File: src/hw/amp_cfg_pkg.sv
// constants, field layout and types for the amplifier output configuration bank
// assumes a 32-bit apb master and 8-bit registers placed one per aligned word
package amp_cfg_pkg;
   localparam int ADDR_W = 10;
   localparam int DATA_W = 32;
   localparam int REG_W  = 8;

   // register indices; byte address is four times the index
   localparam logic [7:0] IDX_BANDWIDTH  = 8'h53;
   localparam logic [7:0] IDX_GAIN       = 8'h54;
   localparam logic [7:0] IDX_BIQUAD     = 8'h5c;
   localparam logic [7:0] IDX_DAC        = 8'h5d;
   localparam logic [7:0] IDX_ADR_DIR    = 8'h60;
   localparam logic [7:0] IDX_PIN_STATUS = 8'h70;

   // reset values
   localparam logic [7:0] RST_BANDWIDTH = 8'h00;
   localparam logic [7:0] RST_GAIN      = 8'h00;
   localparam logic [7:0] RST_BIQUAD    = 8'h00;
   localparam logic [7:0] RST_DAC       = 8'hf8;
   localparam logic [7:0] RST_ADR_DIR   = 8'h00;

   // field positions
   localparam int BW_LSB         = 5;
   localparam int BW_MSB         = 6;
   localparam int GAIN_MSB       = 4;
   localparam int FIRST_COEF_BIT = 0;
   localparam int DAC_FREQ_BIT   = 7;
   localparam int DITHER_EN_MSB  = 6;
   localparam int DITHER_EN_LSB  = 5;
   localparam int DITHER_LV_MSB  = 4;
   localparam int DITHER_LV_LSB  = 2;
   localparam int DEM_MSB        = 1;
   localparam int DEM_LSB        = 0;
   localparam int ADR_OE_BIT     = 0;
   localparam int STAT_LEVEL_BIT = 0;
   localparam int STAT_OE_BIT    = 1;

   // loop bandwidth in khz per code
   localparam logic [7:0] BW_KHZ_0 = 8'h50;
   localparam logic [7:0] BW_KHZ_1 = 8'h64;
   localparam logic [7:0] BW_KHZ_2 = 8'h78;
   localparam logic [7:0] BW_KHZ_3 = 8'haf;

   // attenuation per code step, tenths of a db
   localparam logic [7:0] GAIN_STEP_TENTH_DB = 8'h05;

   // element matching codes
   localparam logic [1:0] DEM_OFF = 2'h3;

   // dither level code to negative power of two
   localparam logic [4:0] DITHER_EXP_0 = 5'h0d;
   localparam logic [4:0] DITHER_EXP_1 = 5'h0e;
   localparam logic [4:0] DITHER_EXP_2 = 5'h0f;
   localparam logic [4:0] DITHER_EXP_3 = 5'h10;
   localparam logic [4:0] DITHER_EXP_4 = 5'h07;
   localparam logic [4:0] DITHER_EXP_5 = 5'h08;
   localparam logic [4:0] DITHER_EXP_6 = 5'h09;
   localparam logic [4:0] DITHER_EXP_7 = 5'h0a;

   typedef enum logic {PH_IDLE, PH_ACCESS} apb_phase_t;
endpackage

File: src/hw/reg_access_if.sv
// internal register access carrier between the apb front end and the bank
// assumes both ends run on the same pclk
`timescale 1ns/1ns
`default_nettype none
interface reg_access_if;
   logic       wr;
   logic       rd;
   logic [7:0] index;
   logic [7:0] wdata;
   logic [7:0] rdata;
   logic       hit;

   modport front (output wr, rd, index, wdata, input rdata, hit);
   modport core  (input wr, rd, index, wdata, output rdata, hit);
endinterface
`default_nettype wire

File: src/hw/amp_output_config_regs.sv
// amplifier output configuration bank: loop bandwidth, gain, biquad write start,
// dac modulator settings and address pin direction, behind an apb slave
// assumes one 250 mhz pclk; adr_pin_in is asynchronous, adr_drive_value is on pclk
`timescale 1ns/1ns
`default_nettype none
module amp_output_config_regs (
   input  wire logic                           pclk,
   input  wire logic                           presetn,
   input  wire logic                           psel,
   input  wire logic                           penable,
   input  wire logic                           pwrite,
   input  wire logic [amp_cfg_pkg::ADDR_W-1:0] paddr,
   input  wire logic [amp_cfg_pkg::DATA_W-1:0] pwdata,
   input  wire logic [3:0]                     pstrb,
   output logic                                pready,
   output logic      [amp_cfg_pkg::DATA_W-1:0] prdata,
   output logic                                pslverr,
   output logic      [1:0]                     loop_bandwidth_select,
   output logic      [7:0]                     loop_bandwidth_khz,
   output logic      [4:0]                     analog_gain_atten,
   output logic      [7:0]                     gain_atten_tenth_db,
   output logic                                filter_first_coef_flag,
   output logic                                first_coef_start,
   output logic                                dac_clk_6m144_sel,
   output logic                                dither_main_en,
   output logic                                dither_second_en,
   output logic      [2:0]                     dither_level,
   output logic      [4:0]                     dither_exponent,
   output logic                                dem_enable,
   input  wire logic                           adr_pin_in,
   input  wire logic                           adr_drive_value,
   output logic                                adr_pin_out,
   output logic                                adr_pin_oe,
   output logic                                adr_level
);
   import amp_cfg_pkg::*;

   reg_access_if bus ();

   logic [REG_W-1:0] bw_reg;
   logic [REG_W-1:0] gain_reg;
   logic [REG_W-1:0] bq_reg;
   logic [REG_W-1:0] dac_reg;
   logic [REG_W-1:0] dir_reg;
   logic             wr_bw;
   logic             wr_gain;
   logic             wr_bq;
   logic             wr_dac;
   logic             wr_dir;
   logic [REG_W-1:0] status_word;

   // pin synchroniser
   logic             adr_meta_d;
   logic             adr_meta_q;
   logic             adr_sync_d;
   logic             adr_sync_q;

   // registered decoded outputs
   logic [7:0]       bw_khz_d;
   logic [7:0]       bw_khz_q;
   logic [7:0]       atten_d;
   logic [7:0]       atten_q;
   logic             start_d;
   logic             start_q;
   logic             main_en_d;
   logic             main_en_q;
   logic             second_en_d;
   logic             second_en_q;
   logic [4:0]       exp_d;
   logic [4:0]       exp_q;
   logic             dem_en_d;
   logic             dem_en_q;
   logic             adr_out_d;
   logic             adr_out_q;

   apb_front u_front (
      .pclk    (pclk),
      .presetn (presetn),
      .psel    (psel),
      .penable (penable),
      .pwrite  (pwrite),
      .paddr   (paddr),
      .pwdata  (pwdata),
      .pstrb   (pstrb),
      .pready  (pready),
      .prdata  (prdata),
      .pslverr (pslverr),
      .bus     (bus.front)
   );

   // write decode; the status word has no storage, so writes to it fall away
   always_comb
   begin
      wr_bw   = bus.wr & (bus.index == IDX_BANDWIDTH);
      wr_gain = bus.wr & (bus.index == IDX_GAIN);
      wr_bq   = bus.wr & (bus.index == IDX_BIQUAD);
      wr_dac  = bus.wr & (bus.index == IDX_DAC);
      wr_dir  = bus.wr & (bus.index == IDX_ADR_DIR);
   end

   // reserved bits are stored whole so they read back what was written
   cfg_reg #(.RESET(RST_BANDWIDTH)) u_bw (
      .pclk    (pclk),
      .presetn (presetn),
      .wr_en   (wr_bw),
      .wdata   (bus.wdata),
      .q       (bw_reg)
   );

   cfg_reg #(.RESET(RST_GAIN)) u_gain (
      .pclk    (pclk),
      .presetn (presetn),
      .wr_en   (wr_gain),
      .wdata   (bus.wdata),
      .q       (gain_reg)
   );

   cfg_reg #(.RESET(RST_BIQUAD)) u_bq (
      .pclk    (pclk),
      .presetn (presetn),
      .wr_en   (wr_bq),
      .wdata   (bus.wdata),
      .q       (bq_reg)
   );

   cfg_reg #(.RESET(RST_DAC)) u_dac (
      .pclk    (pclk),
      .presetn (presetn),
      .wr_en   (wr_dac),
      .wdata   (bus.wdata),
      .q       (dac_reg)
   );

   cfg_reg #(.RESET(RST_ADR_DIR)) u_dir (
      .pclk    (pclk),
      .presetn (presetn),
      .wr_en   (wr_dir),
      .wdata   (bus.wdata),
      .q       (dir_reg)
   );

   // read side: pin level and direction as seen by this block
   always_comb
   begin
      status_word                 = 8'h00;
      status_word[STAT_LEVEL_BIT] = adr_sync_q;
      status_word[STAT_OE_BIT]    = dir_reg[ADR_OE_BIT];
   end

   always_comb
   begin
      bus.hit   = 1'b1;
      bus.rdata = 8'h00;
      case (bus.index)
         IDX_BANDWIDTH:  bus.rdata = bw_reg;
         IDX_GAIN:       bus.rdata = gain_reg;
         IDX_BIQUAD:     bus.rdata = bq_reg;
         IDX_DAC:        bus.rdata = dac_reg;
         IDX_ADR_DIR:    bus.rdata = dir_reg;
         IDX_PIN_STATUS: bus.rdata = status_word;
         default:        bus.hit   = 1'b0;
      endcase
   end

   // two-stage synchroniser; only the second stage is looked at
   always_comb
   begin
      adr_meta_d = adr_pin_in;
      adr_sync_d = adr_meta_q;
   end

   always_ff @(posedge pclk or negedge presetn)
   begin
      if (!presetn)
      begin
         adr_meta_q <= 1'b0;
         adr_sync_q <= 1'b0;
      end
      else
      begin
         adr_meta_q <= adr_meta_d;
         adr_sync_q <= adr_sync_d;
      end
   end

   // decoded settings, one edge behind the register that feeds them; the start strobe lands with the biquad write itself
   always_comb
   begin
      case (bw_reg[BW_MSB:BW_LSB])
         2'h0:    bw_khz_d = BW_KHZ_0;
         2'h1:    bw_khz_d = BW_KHZ_1;
         2'h2:    bw_khz_d = BW_KHZ_2;
         2'h3:    bw_khz_d = BW_KHZ_3;
         default: bw_khz_d = BW_KHZ_0;
      endcase
      // 31 steps of 5 tenths fit in eight bits
      atten_d = 8'({3'h0, gain_reg[GAIN_MSB:0]} * GAIN_STEP_TENTH_DB);
      // a set of the flag marks the next coefficient write as a section's first
      start_d     = wr_bq & bus.wdata[FIRST_COEF_BIT];
      main_en_d   = dac_reg[DITHER_EN_LSB];
      second_en_d = dac_reg[DITHER_EN_MSB];
      case (dac_reg[DITHER_LV_MSB:DITHER_LV_LSB])
         3'h0:    exp_d = DITHER_EXP_0;
         3'h1:    exp_d = DITHER_EXP_1;
         3'h2:    exp_d = DITHER_EXP_2;
         3'h3:    exp_d = DITHER_EXP_3;
         3'h4:    exp_d = DITHER_EXP_4;
         3'h5:    exp_d = DITHER_EXP_5;
         3'h6:    exp_d = DITHER_EXP_6;
         3'h7:    exp_d = DITHER_EXP_7;
         default: exp_d = DITHER_EXP_0;
      endcase
      // the two middle codes have no defined meaning; matching stays on for them
      dem_en_d  = (dac_reg[DEM_MSB:DEM_LSB] != DEM_OFF);
      adr_out_d = adr_drive_value;
   end

   always_ff @(posedge pclk or negedge presetn)
   begin
      if (!presetn)
      begin
         bw_khz_q    <= BW_KHZ_0;
         atten_q     <= 8'h00;
         start_q     <= 1'b0;
         main_en_q   <= 1'b1;
         second_en_q <= 1'b1;
         exp_q       <= DITHER_EXP_6;
         dem_en_q    <= 1'b1;
         adr_out_q   <= 1'b0;
      end
      else
      begin
         bw_khz_q    <= bw_khz_d;
         atten_q     <= atten_d;
         start_q     <= start_d;
         main_en_q   <= main_en_d;
         second_en_q <= second_en_d;
         exp_q       <= exp_d;
         dem_en_q    <= dem_en_d;
         adr_out_q   <= adr_out_d;
      end
   end

   assign loop_bandwidth_select  = bw_reg[BW_MSB:BW_LSB];
   assign loop_bandwidth_khz     = bw_khz_q;
   assign analog_gain_atten      = gain_reg[GAIN_MSB:0];
   assign gain_atten_tenth_db    = atten_q;
   assign filter_first_coef_flag = bq_reg[FIRST_COEF_BIT];
   assign first_coef_start       = start_q;
   // 0 picks 6.144 mhz, 1 picks 3.072 mhz
   assign dac_clk_6m144_sel      = ~dac_reg[DAC_FREQ_BIT];
   assign dither_main_en         = main_en_q;
   assign dither_second_en       = second_en_q;
   assign dither_level           = dac_reg[DITHER_LV_MSB:DITHER_LV_LSB];
   assign dither_exponent        = exp_q;
   assign dem_enable             = dem_en_q;
   // pin stays an input out of reset, so nothing fights an external strap
   assign adr_pin_oe             = dir_reg[ADR_OE_BIT];
   assign adr_pin_out            = adr_out_q;
   assign adr_level              = adr_sync_q;
endmodule // amp_output_config_regs
`default_nettype wire

File: src/hw/cfg_reg.sv
// one 8-bit read/write configuration register with a reset value
// assumes wr_en is a one-cycle strobe on pclk
`timescale 1ns/1ns
`default_nettype none
module cfg_reg #(
   parameter logic [7:0] RESET = 8'h00
) (
   input  wire logic       pclk,
   input  wire logic       presetn,
   input  wire logic       wr_en,
   input  wire logic [7:0] wdata,
   output logic      [7:0] q
);
   logic [7:0] q_d;
   logic [7:0] q_q;

   always_comb
   begin
      q_d = q_q;
      if (wr_en)
      begin
         q_d = wdata;
      end
   end

   always_ff @(posedge pclk or negedge presetn)
   begin
      if (!presetn)
      begin
         q_q <= RESET;
      end
      else
      begin
         q_q <= q_d;
      end
   end

   assign q = q_q;
endmodule // cfg_reg
`default_nettype wire

File: src/hw/apb_front.sv
// apb slave front end: zero wait states, registered read data, error on a miss
// assumes an apb3/apb4 master on the same pclk
`timescale 1ns/1ns
`default_nettype none
module apb_front (
   input  wire logic                           pclk,
   input  wire logic                           presetn,
   input  wire logic                           psel,
   input  wire logic                           penable,
   input  wire logic                           pwrite,
   input  wire logic [amp_cfg_pkg::ADDR_W-1:0] paddr,
   input  wire logic [amp_cfg_pkg::DATA_W-1:0] pwdata,
   input  wire logic [3:0]                     pstrb,
   output logic                                pready,
   output logic      [amp_cfg_pkg::DATA_W-1:0] prdata,
   output logic                                pslverr,
   reg_access_if.front                         bus
);
   import amp_cfg_pkg::*;

   apb_phase_t              phase_d;
   apb_phase_t              phase_q;
   logic [DATA_W-1:0]       prdata_d;
   logic [DATA_W-1:0]       prdata_q;
   logic                    err_d;
   logic                    err_q;
   logic                    setup;
   logic                    aligned;

   assign setup     = psel & ~penable;
   assign aligned   = (paddr[1:0] == 2'h0);
   assign bus.index = paddr[9:2];
   assign bus.wdata = pwdata[7:0];
   assign bus.rd    = setup & ~pwrite & aligned;
   // write lands at the edge closing the access phase; upper byte lanes carry nothing
   assign bus.wr    = (phase_q == PH_ACCESS) & psel & penable & pwrite & ~err_q & pstrb[0];

   always_comb
   begin
      phase_d  = phase_q;
      prdata_d = prdata_q;
      err_d    = err_q;
      case (phase_q)
         PH_IDLE:
         begin
            if (setup)
            begin
               phase_d  = PH_ACCESS;
               err_d    = ~aligned | ~bus.hit;
               prdata_d = {24'h00_0000, (bus.rd & bus.hit) ? bus.rdata : 8'h00};
            end
         end
         PH_ACCESS:
         begin
            phase_d = PH_IDLE;
         end
         default:
         begin
            phase_d = PH_IDLE;
         end
      endcase
   end

   always_ff @(posedge pclk or negedge presetn)
   begin
      if (!presetn)
      begin
         phase_q  <= PH_IDLE;
         prdata_q <= 32'h0000_0000;
         err_q    <= 1'b0;
      end
      else
      begin
         phase_q  <= phase_d;
         prdata_q <= prdata_d;
         err_q    <= err_d;
      end
   end

   assign pready  = (phase_q == PH_ACCESS);
   assign pslverr = pready & err_q;
   assign prdata  = prdata_q;
endmodule // apb_front
`default_nettype wire

File: config.mk
export PLATFORM = sky130hd
export DESIGN_NAME = amp_output_config_regs
export DESIGN_NICKNAME = d
export VERILOG_FILES = /design/src/hw/amp_cfg_pkg.sv /design/src/hw/reg_access_if.sv /design/src/hw/amp_output_config_regs.sv /design/src/hw/cfg_reg.sv /design/src/hw/apb_front.sv
export SDC_FILE = /design/constraint.sdc
export NUM_CORES = 1
export LEC_CHECK = 0
export BUFFER_PORTS_ARGS = -buffer_cell sky130_fd_sc_hd__buf_2
export CAP_MARGIN = 20
export CORE_MARGIN = 2
export CORE_UTILIZATION = 50
export CTS_BUF_LIST = sky130_fd_sc_hd__clkbuf_4 sky130_fd_sc_hd__clkbuf_8 sky130_fd_sc_hd__clkbuf_16
export DETAILED_ROUTE_END_ITERATION = 12
export PLACE_DENSITY = 0.8
export SLEW_MARGIN = 5
export SYNTH_ARGS = -nofsm -noshare
export SYNTH_HDL_FRONTEND = slang
export SYNTH_SLANG_ARGS = --single-unit
File: constraint.sdc
create_clock -name pclk -period 2.9 [get_ports pclk]
set_clock_uncertainty 0.1 [all_clocks]
set_input_delay 0.29 -clock pclk [delete_from_list [all_inputs] [get_ports pclk]]
set_output_delay 0.29 -clock pclk [all_outputs]
set_load 0.02 [all_outputs]
==> run_results.csv, run 1 <==
group,metric,value,unit
timing,fmax,432,MHz
yosys,syn_inst,303,
yosys,synth_area,3630,um^2
yosys,synthTopCellsByArea,"dfrtp_1 (44%), mux2_2 (12%), dfstp_2 (8.7%), buf_4 (7.5%), ha_1 (3.1%)",
yosys,ys_seq_elements,76,
clocking,clock-sinks,76,
setup_path,critPathMaxStageDelay,0.53,ns
yosys,async_flop_share,100,%
timing,hold_viol,13,
finish,diodes,0,
yosys,synth-edff-count,0,
worst_hold_path,hp-class,"input pin to asynchronous set/reset pin",
pwr,leakage,2.14,nW
finish,final_core_util,57.9,%
yosys,ys_warn_count,0,
placed_design,portBuffers,75,
yosys,synth_compound_area_share,9.11,%
floorplan,start_util,50.8,%
timing,period_minus_slack,2.31,ns
yosys,synth_top_family_by_area,"multiplexers",
setup_path,cp_max_fo,10,
finish,multi_input_area,1410,um^2
route,drc,0,
setup_path,r2r-end,"u_front.prdata[5]",
route,wl,7350,um
clocking,cts_setup_buffers,0,
setup_path,worstSetupEndpointType,"register",
yosys,yosysMostFrequentCell,"dfrtp_1",
global_route,grt_pass1_vias,2211,
setup_path,endpoint,"u_front.prdata[5]",
setup_path,worstPathCellList,"or3b_1 > or4_4 > or3_1 > o21ai_2",
route,vias,2437,
route,drtPass1Iterations,4,
timing,rsz0062_at_grt,"no",
timing,holdWs,-0.0207,ns
setup_path,ff2ff_path_depth,4,
clocking,clock_latency,0.34,ns
global_route,grt_max_degree,77,
floorplan,ioPinCount,127,
global_route,antenna_found_initial,0,
yosys,synth_ff_type,"dfrtp_1",
finish,seq_area,1920,um^2
global_route,gr-total-overflow,0,
floorplan,core-area,7140,um^2
floorplan,die_y,89.2,um
clocking,cts_tree,"yes",
clocking,root_buffer,"clkbuf_8",
setup_path,crit_type,"register to register",
timing,worst_pin_slew,0.933,ns
yosys,syn_area_per_cell,12.0,um^2
yosys,yosys.area_share.simple,10.1,%
setup_path,required,3.07,ns
floorplan,die_w,89.2,um
yosys,synth.top_cell.area_share,44.2,%
placed_design,place_hpwl,5330,um
finish,fill_cells,618,
job,cap_violations,0,
clocking,cts-buffers-inserted,9,
run_status,status,"complete, but fails checks",
global_route,grt_pass1_wl,11100,um
pwr,vdd_ir_drop_max,0.000238,V
finish,final_nets,432,
yosys,synthXorXnorAreaFrac,0.724,%
yosys,ys_seq_area_share,52.8,%
yosys,ys_top_cells_by_count,"dfrtp_1 (64), mux2_2 (38), buf_4 (36)",
setup_path,rrSetupSlack,0.59,ns
clocking,htreeDepth,3,
pwr,finalPower,0.00200,W
setup_path,critical_path.startpoint,"u_front.pready",
finish,drive_above_1_share,42.5,%
timing,final-setup-viol-count,0,
clocking,cts_buffer_depth,2,
route,wire_per_inst,15.5,um
setup_path,reg2reg_from,"u_front.pready",
global_route,track_usage,18.9,%
finish,syn_to_final_growth,13.9,%
setup_path,start_kind,"register",
timing,slew_headroom,37.8,%
yosys,ys_types,54,
clocking,clkSlewWorstSetupHoldPaths,0.07,ns
timing,fin_crit_sh,79.8,%
yosys,yosys-mux-area-fraction,12.9,%
placed_design,place_congestion,0.883,
pwr,pwr_density_cell,483,nW/um^2
setup_path,worst_path_max_delay_cell,"or4_4",
setup_path,worstPathArrival,2.48,ns
route,antenna_left,0,
timing,fin_setup_tns,0,ns
route,viasPerCell,5.15,
run_status,violations,"hold timing",
yosys,synthAdderAreaFrac,3.66,%
timing,drv_slew,0,
floorplan,dieArea,7950,um^2
route,drt-initial-drc-count,226,
floorplan,row_count,31,
yosys,synth_area_leader_cell,"dfrtp_1",
## how the worst min path moves through the flow
| stage | start | end | slack [ns] | depth (start not counted) |
|---|---|---|---|---|
| after floorplan | presetn | adr_level | -0.11 | 0 |
| after global placement | adr_meta_q | adr_level | 0.23 | 0 |
| after detailed placement | adr_meta_q | adr_level | 0.24 | 0 |
| after CTS | presetn | u_gain.q[1] | 0.01 | 1 |
| after global routing | presetn | gain_atten_tenth_db[1] | 0.05 | 1 |
| final | presetn | gain_atten_tenth_db[1] | -0.02 | 1 |
## critical path: cells and delay by family (launching register included)
family | cells | cell delay [ns]
AO/OA/AOI/OAI | 1 | 0.20
AND/OR/NAND/NOR | 3 | 1.55
flip-flops | 1 | 0.39
## state kept, by name (all words and copies together), names as in the netlist, 6 cells and up
register	count
gain_atten_tenth_db	8
u_bq.q	8
u_bw.q	8
u_dac.q	8
u_dir.q	8
u_front.prdata	8
u_gain.q	8
loop_bandwidth_khz	6
## area by class of cell
class                           instances  share of cell area, %
Clock inverter                          2                  0.848
Timing Repair Buffer                   81                   10.4
Inverter                               12                   1.09
Sequential cell                        76                   46.4
Clock buffer                           14                   4.06
Tap cell                               99                   3.00
Multi-Input combinational cell        189                   34.2
## cells in the final DEF, fill, tap and decap left out, types with 3 or more instances in the layout
| cell | instances |
|---|---|
| a21oi_1 | 4 |
| a221oi_1 | 4 |
| a22oi_1 | 6 |
| a32o_1 | 3 |
| buf_2 | 74 |
| buf_4 | 5 |
| clkbuf_4 | 4 |
| clkbuf_8 | 10 |
| conb_1 | 24 |
| dfrtp_1 | 64 |
| dfstp_2 | 12 |
| ha_1 | 9 |
| inv_1 | 12 |
| mux2_2 | 38 |
| mux2i_1 | 4 |
| nand2_1 | 20 |
| nand3_1 | 4 |
| nor2_1 | 11 |
| nor2b_1 | 6 |
| nor3_1 | 5 |
| o21ai_0 | 5 |
| o21ai_2 | 8 |
## power breakdown
part / switching [W] / internal (W) / leakage (nW)
Sequential: 0.00000148 / 0.00106 / 0.980
Clock: 0.000350 / 0.000459 / 0.108
Combinational: 0.0000928 / 0.0000284 / 1.05
Total: 0.000444 / 0.00155 / 2.14
## per-stage QoR
stage                     hold slack, ns  setup slack [ns]  cells  instance area (um^2)
after CTS                         0.0124             0.565    473                  4130
after detailed placement           0.238             0.542    455                  3910
after global placement             0.234             0.565    455                  3910
after floorplan                   -0.106             0.705    326                  3710
final                            -0.0207             0.585    473                  4130
after global routing              0.0520             0.451    473                  4130
## logic make-up (layout without fill, tap and decap cells)
group                    Yosys count  count (layout)
adder cells (fa/ha/maj)           10              10
AO/OA/AOI/OAI                     43              43
AND/OR/NAND/NOR                   67              67
other                              1              24
buffers and inverters             61             109
multiplexers                      42              42
XOR/XNOR                           3               3
flip-flops                        76              76
## repair_timing
| action | 4_1_cts | 5_1_grt |
|---|---|---|
| setup endpoints to repair | 0 | 0 |
| hold buffers | 2 | 0 |
| gates resized for setup | 0 | 0 |
| endpoints found under the hold margin | 2 | 0 |
## routing by layer
layer	share of wire, %	track usage, %
met3	7.1	5.08
met2	45	27.9
met4	1.5	7.60
met1	46	26.7
met5	0	0
Note: power is estimated with default switching activity, not from simulation.
==> run 2: changes to the inputs <==
Clock period 2.9 ns to 2.3 ns, I/O delays scaled along.
==> run 2 against run 1 <==
Compared with the run above: global-route usage up 1.4 points; first-iteration DRC count down 22%; register-to-register slack got worse by 0.44 ns; the run now ends clean; total power is 27% higher; final area up 2.2%.
==> run_results.csv, run 2 (synthesis gave the netlist of run 1 again) <==
group,metric,value,unit
clocking,clock_latency,0.36,ns
pwr,p_seq_share,53.1,%
finish,syn_to_final_growth,16.3,%
pwr,clkPwrFrac,40.5,%
run_status,status,"completed",
floorplan,start_util,50.8,%
finish,final_nets,442,
route,viasPerCell,5.18,
route,antenna_left,0,
finish,layout_common_cells,"buf_2 (74), dfrtp_1 (64), mux2_2 (38)",
setup_path,crit_type,"register to register",
pwr,pwr-share-comb,6.4,%
timing,hold_viol,0,
setup_path,worstPathCellList,"or3b_1 > or4_4 > or3_1 > o21ai_2",
setup_path,worstPathArrival,2.34,ns
pwr,p_int,0.00194,W
route,drc,0,
timing,fin_setup_tns,0,ns
timing,slew_headroom,58.9,%
route,drtPass1Iterations,5,
timing,final-setup-viol-count,0,
timing,worst_pin_slew,0.612,ns
placed_design,place_congestion,0.890,
finish,diodes,0,
floorplan,row_count,31,
route,wire_per_inst,15.8,um
timing,period_minus_slack,2.15,ns
clocking,clock-sinks,76,
finish,drive_above_1_share,43.8,%
route,wl,7610,um
placed_design,place_hpwl,5650,um
setup_path,critical_path.startpoint,"u_front.pready",
floorplan,die_w,89.2,um
setup_path,reg2reg_from,"u_front.pready",
clocking,htreeDepth,3,
global_route,grt_max_degree,51,
global_route,grt_pass1_wl,11800,um
clocking,root_buffer,"clkbuf_8",
floorplan,dieArea,7950,um^2
setup_path,start_kind,"register",
pwr,pwr_density_cell,599,nW/um^2
setup_path,required,2.49,ns
global_route,gr-total-overflow,0,
job,cap_violations,0,
timing,fmax,464,MHz
setup_path,endpoint,"u_front.prdata[6]",
pwr,leakage,2.19,nW
timing,holdWs,0.0314,ns
clocking,cts_buffer_depth,2,
setup_path,critPathMaxStageDelay,0.52,ns
pwr,vdd_ir_drop_max,0.000319,V
pwr,p_switching,0.000591,W
clocking,cts-buffers-inserted,9,
worst_hold_path,hp-class,"input pin to register",
setup_path,cp_max_fo,8,
route,vias,2502,
placed_design,portBuffers,75,
setup_path,worst_path_max_delay_cell,"or3_1",
floorplan,die_y,89.2,um
global_route,antenna_found_initial,0,
floorplan,core-area,7140,um^2
setup_path,r2r-end,"u_front.prdata[6]",
global_route,grt_pass1_vias,2373,
finish,final_common_cell,"buf_2",
timing,fin_crit_sh,93.6,%
floorplan,ioPinCount,127,
clocking,cts_tree,"yes",
setup_path,rrSetupSlack,0.15,ns
global_route,track_usage,20.3,%
clocking,cts_setup_buffers,0,
timing,rsz0062_at_grt,"no",
clocking,clkSlewWorstSetupHoldPaths,0.07,ns
worst_hold_path,hp-start,"pwdata[7]",
setup_path,ff2ff_path_depth,4,
pwr,switching_share,23.4,%
route,drt-initial-drc-count,176,
setup_path,worstSetupEndpointType,"register",
timing,drv_slew,0,
-- run 2: cell types whose count changed in the layout (fill, tap and decap cells not counted) --
cell           previous run  this run
dlygate4sd3_1             2         3
clkinv_2                  1         4
buf_12                    0         1
clkbuf_4                  4         0
buf_4                     5        13
clkbuf_8                 10        11
-- run 2: stage by stage --
stage               area (um^2)  setup WS [ns]  std cells  util [%]  power [W]
finish                     4220          0.147        483      59.1    0.00253
global route               4220         0.0709        483      59.1    0.00262
CTS                        4220          0.125        483      59.1    0.00254
detailed placement         3990          0.147        464      55.9    0.00153
global placement           3990          0.178        464      55.9    0.00152
floorplan                  3710          0.105        326         -    0.00148
-- run 2: layout make-up --
class | count | area (um^2)
clock inverters | 5 | 50.0
multi-input cells | 189 | 1410
repair buffers | 91 | 518
clock buffers | 11 | 151
well taps | 99 | 124
inverters | 12 | 45.0
flip-flops and latches | 76 | 1920
fillers | 621 | 2920
-- run 2: worst min-delay path by stage --
| stage | endpoint | slack (ns) | depth (start not counted) |
|---|---|---|---|
| final | u_dac.q[7] | 0.03 | 3 |
| after global routing | u_dac.q[3] | 0.06 | 3 |
| after CTS | u_dac.q[7] | 0.03 | 3 |
| after detailed placement | gain_atten_tenth_db[2] | 0.19 | 1 |
| after global placement | gain_atten_tenth_db[2] | 0.18 | 1 |
| after floorplan | adr_level | -0.17 | 0 |
-- run 2: worst max-delay path: cells and delay by family, from the launching register on --
kind,cells,cell delay [ns]
AND/OR/NAND/NOR,3,1.40
AO/OA/AOI/OAI,1,0.20
flip-flops,1,0.39
-- run 2: power groups by stage --
| stage | clock (W) | sequential (W) | combinational, W |
|---|---|---|---|
| CTS | 0.00104 | 0.00134 | 0.000163 |
| floorplan | 0 | 0.00137 | 0.000109 |
| global route | 0.00110 | 0.00134 | 0.000182 |
| global placement | 0 | 0.00137 | 0.000157 |
| detailed placement | 0 | 0.00137 | 0.000158 |
| finish | 0.00102 | 0.00134 | 0.000162 |
-- run 2: what timing repair did --
item / in CTS / in global routing
resized for setup: 0 / 0
endpoints found under the hold margin: 46 / 0
hold buffers: 3 / 0
-- run 2: metal layers --
layer | GRT usage, % | vias up | part of all wire, %
li1 | - | 1154 | -
met1 | 27.5 | 1239 | 44
met2 | 31.6 | 95 | 48
met3 | 5.26 | 14 | 6.1
met4 | 7.46 | 0 | 1.7
met5 | 0 | - | 0
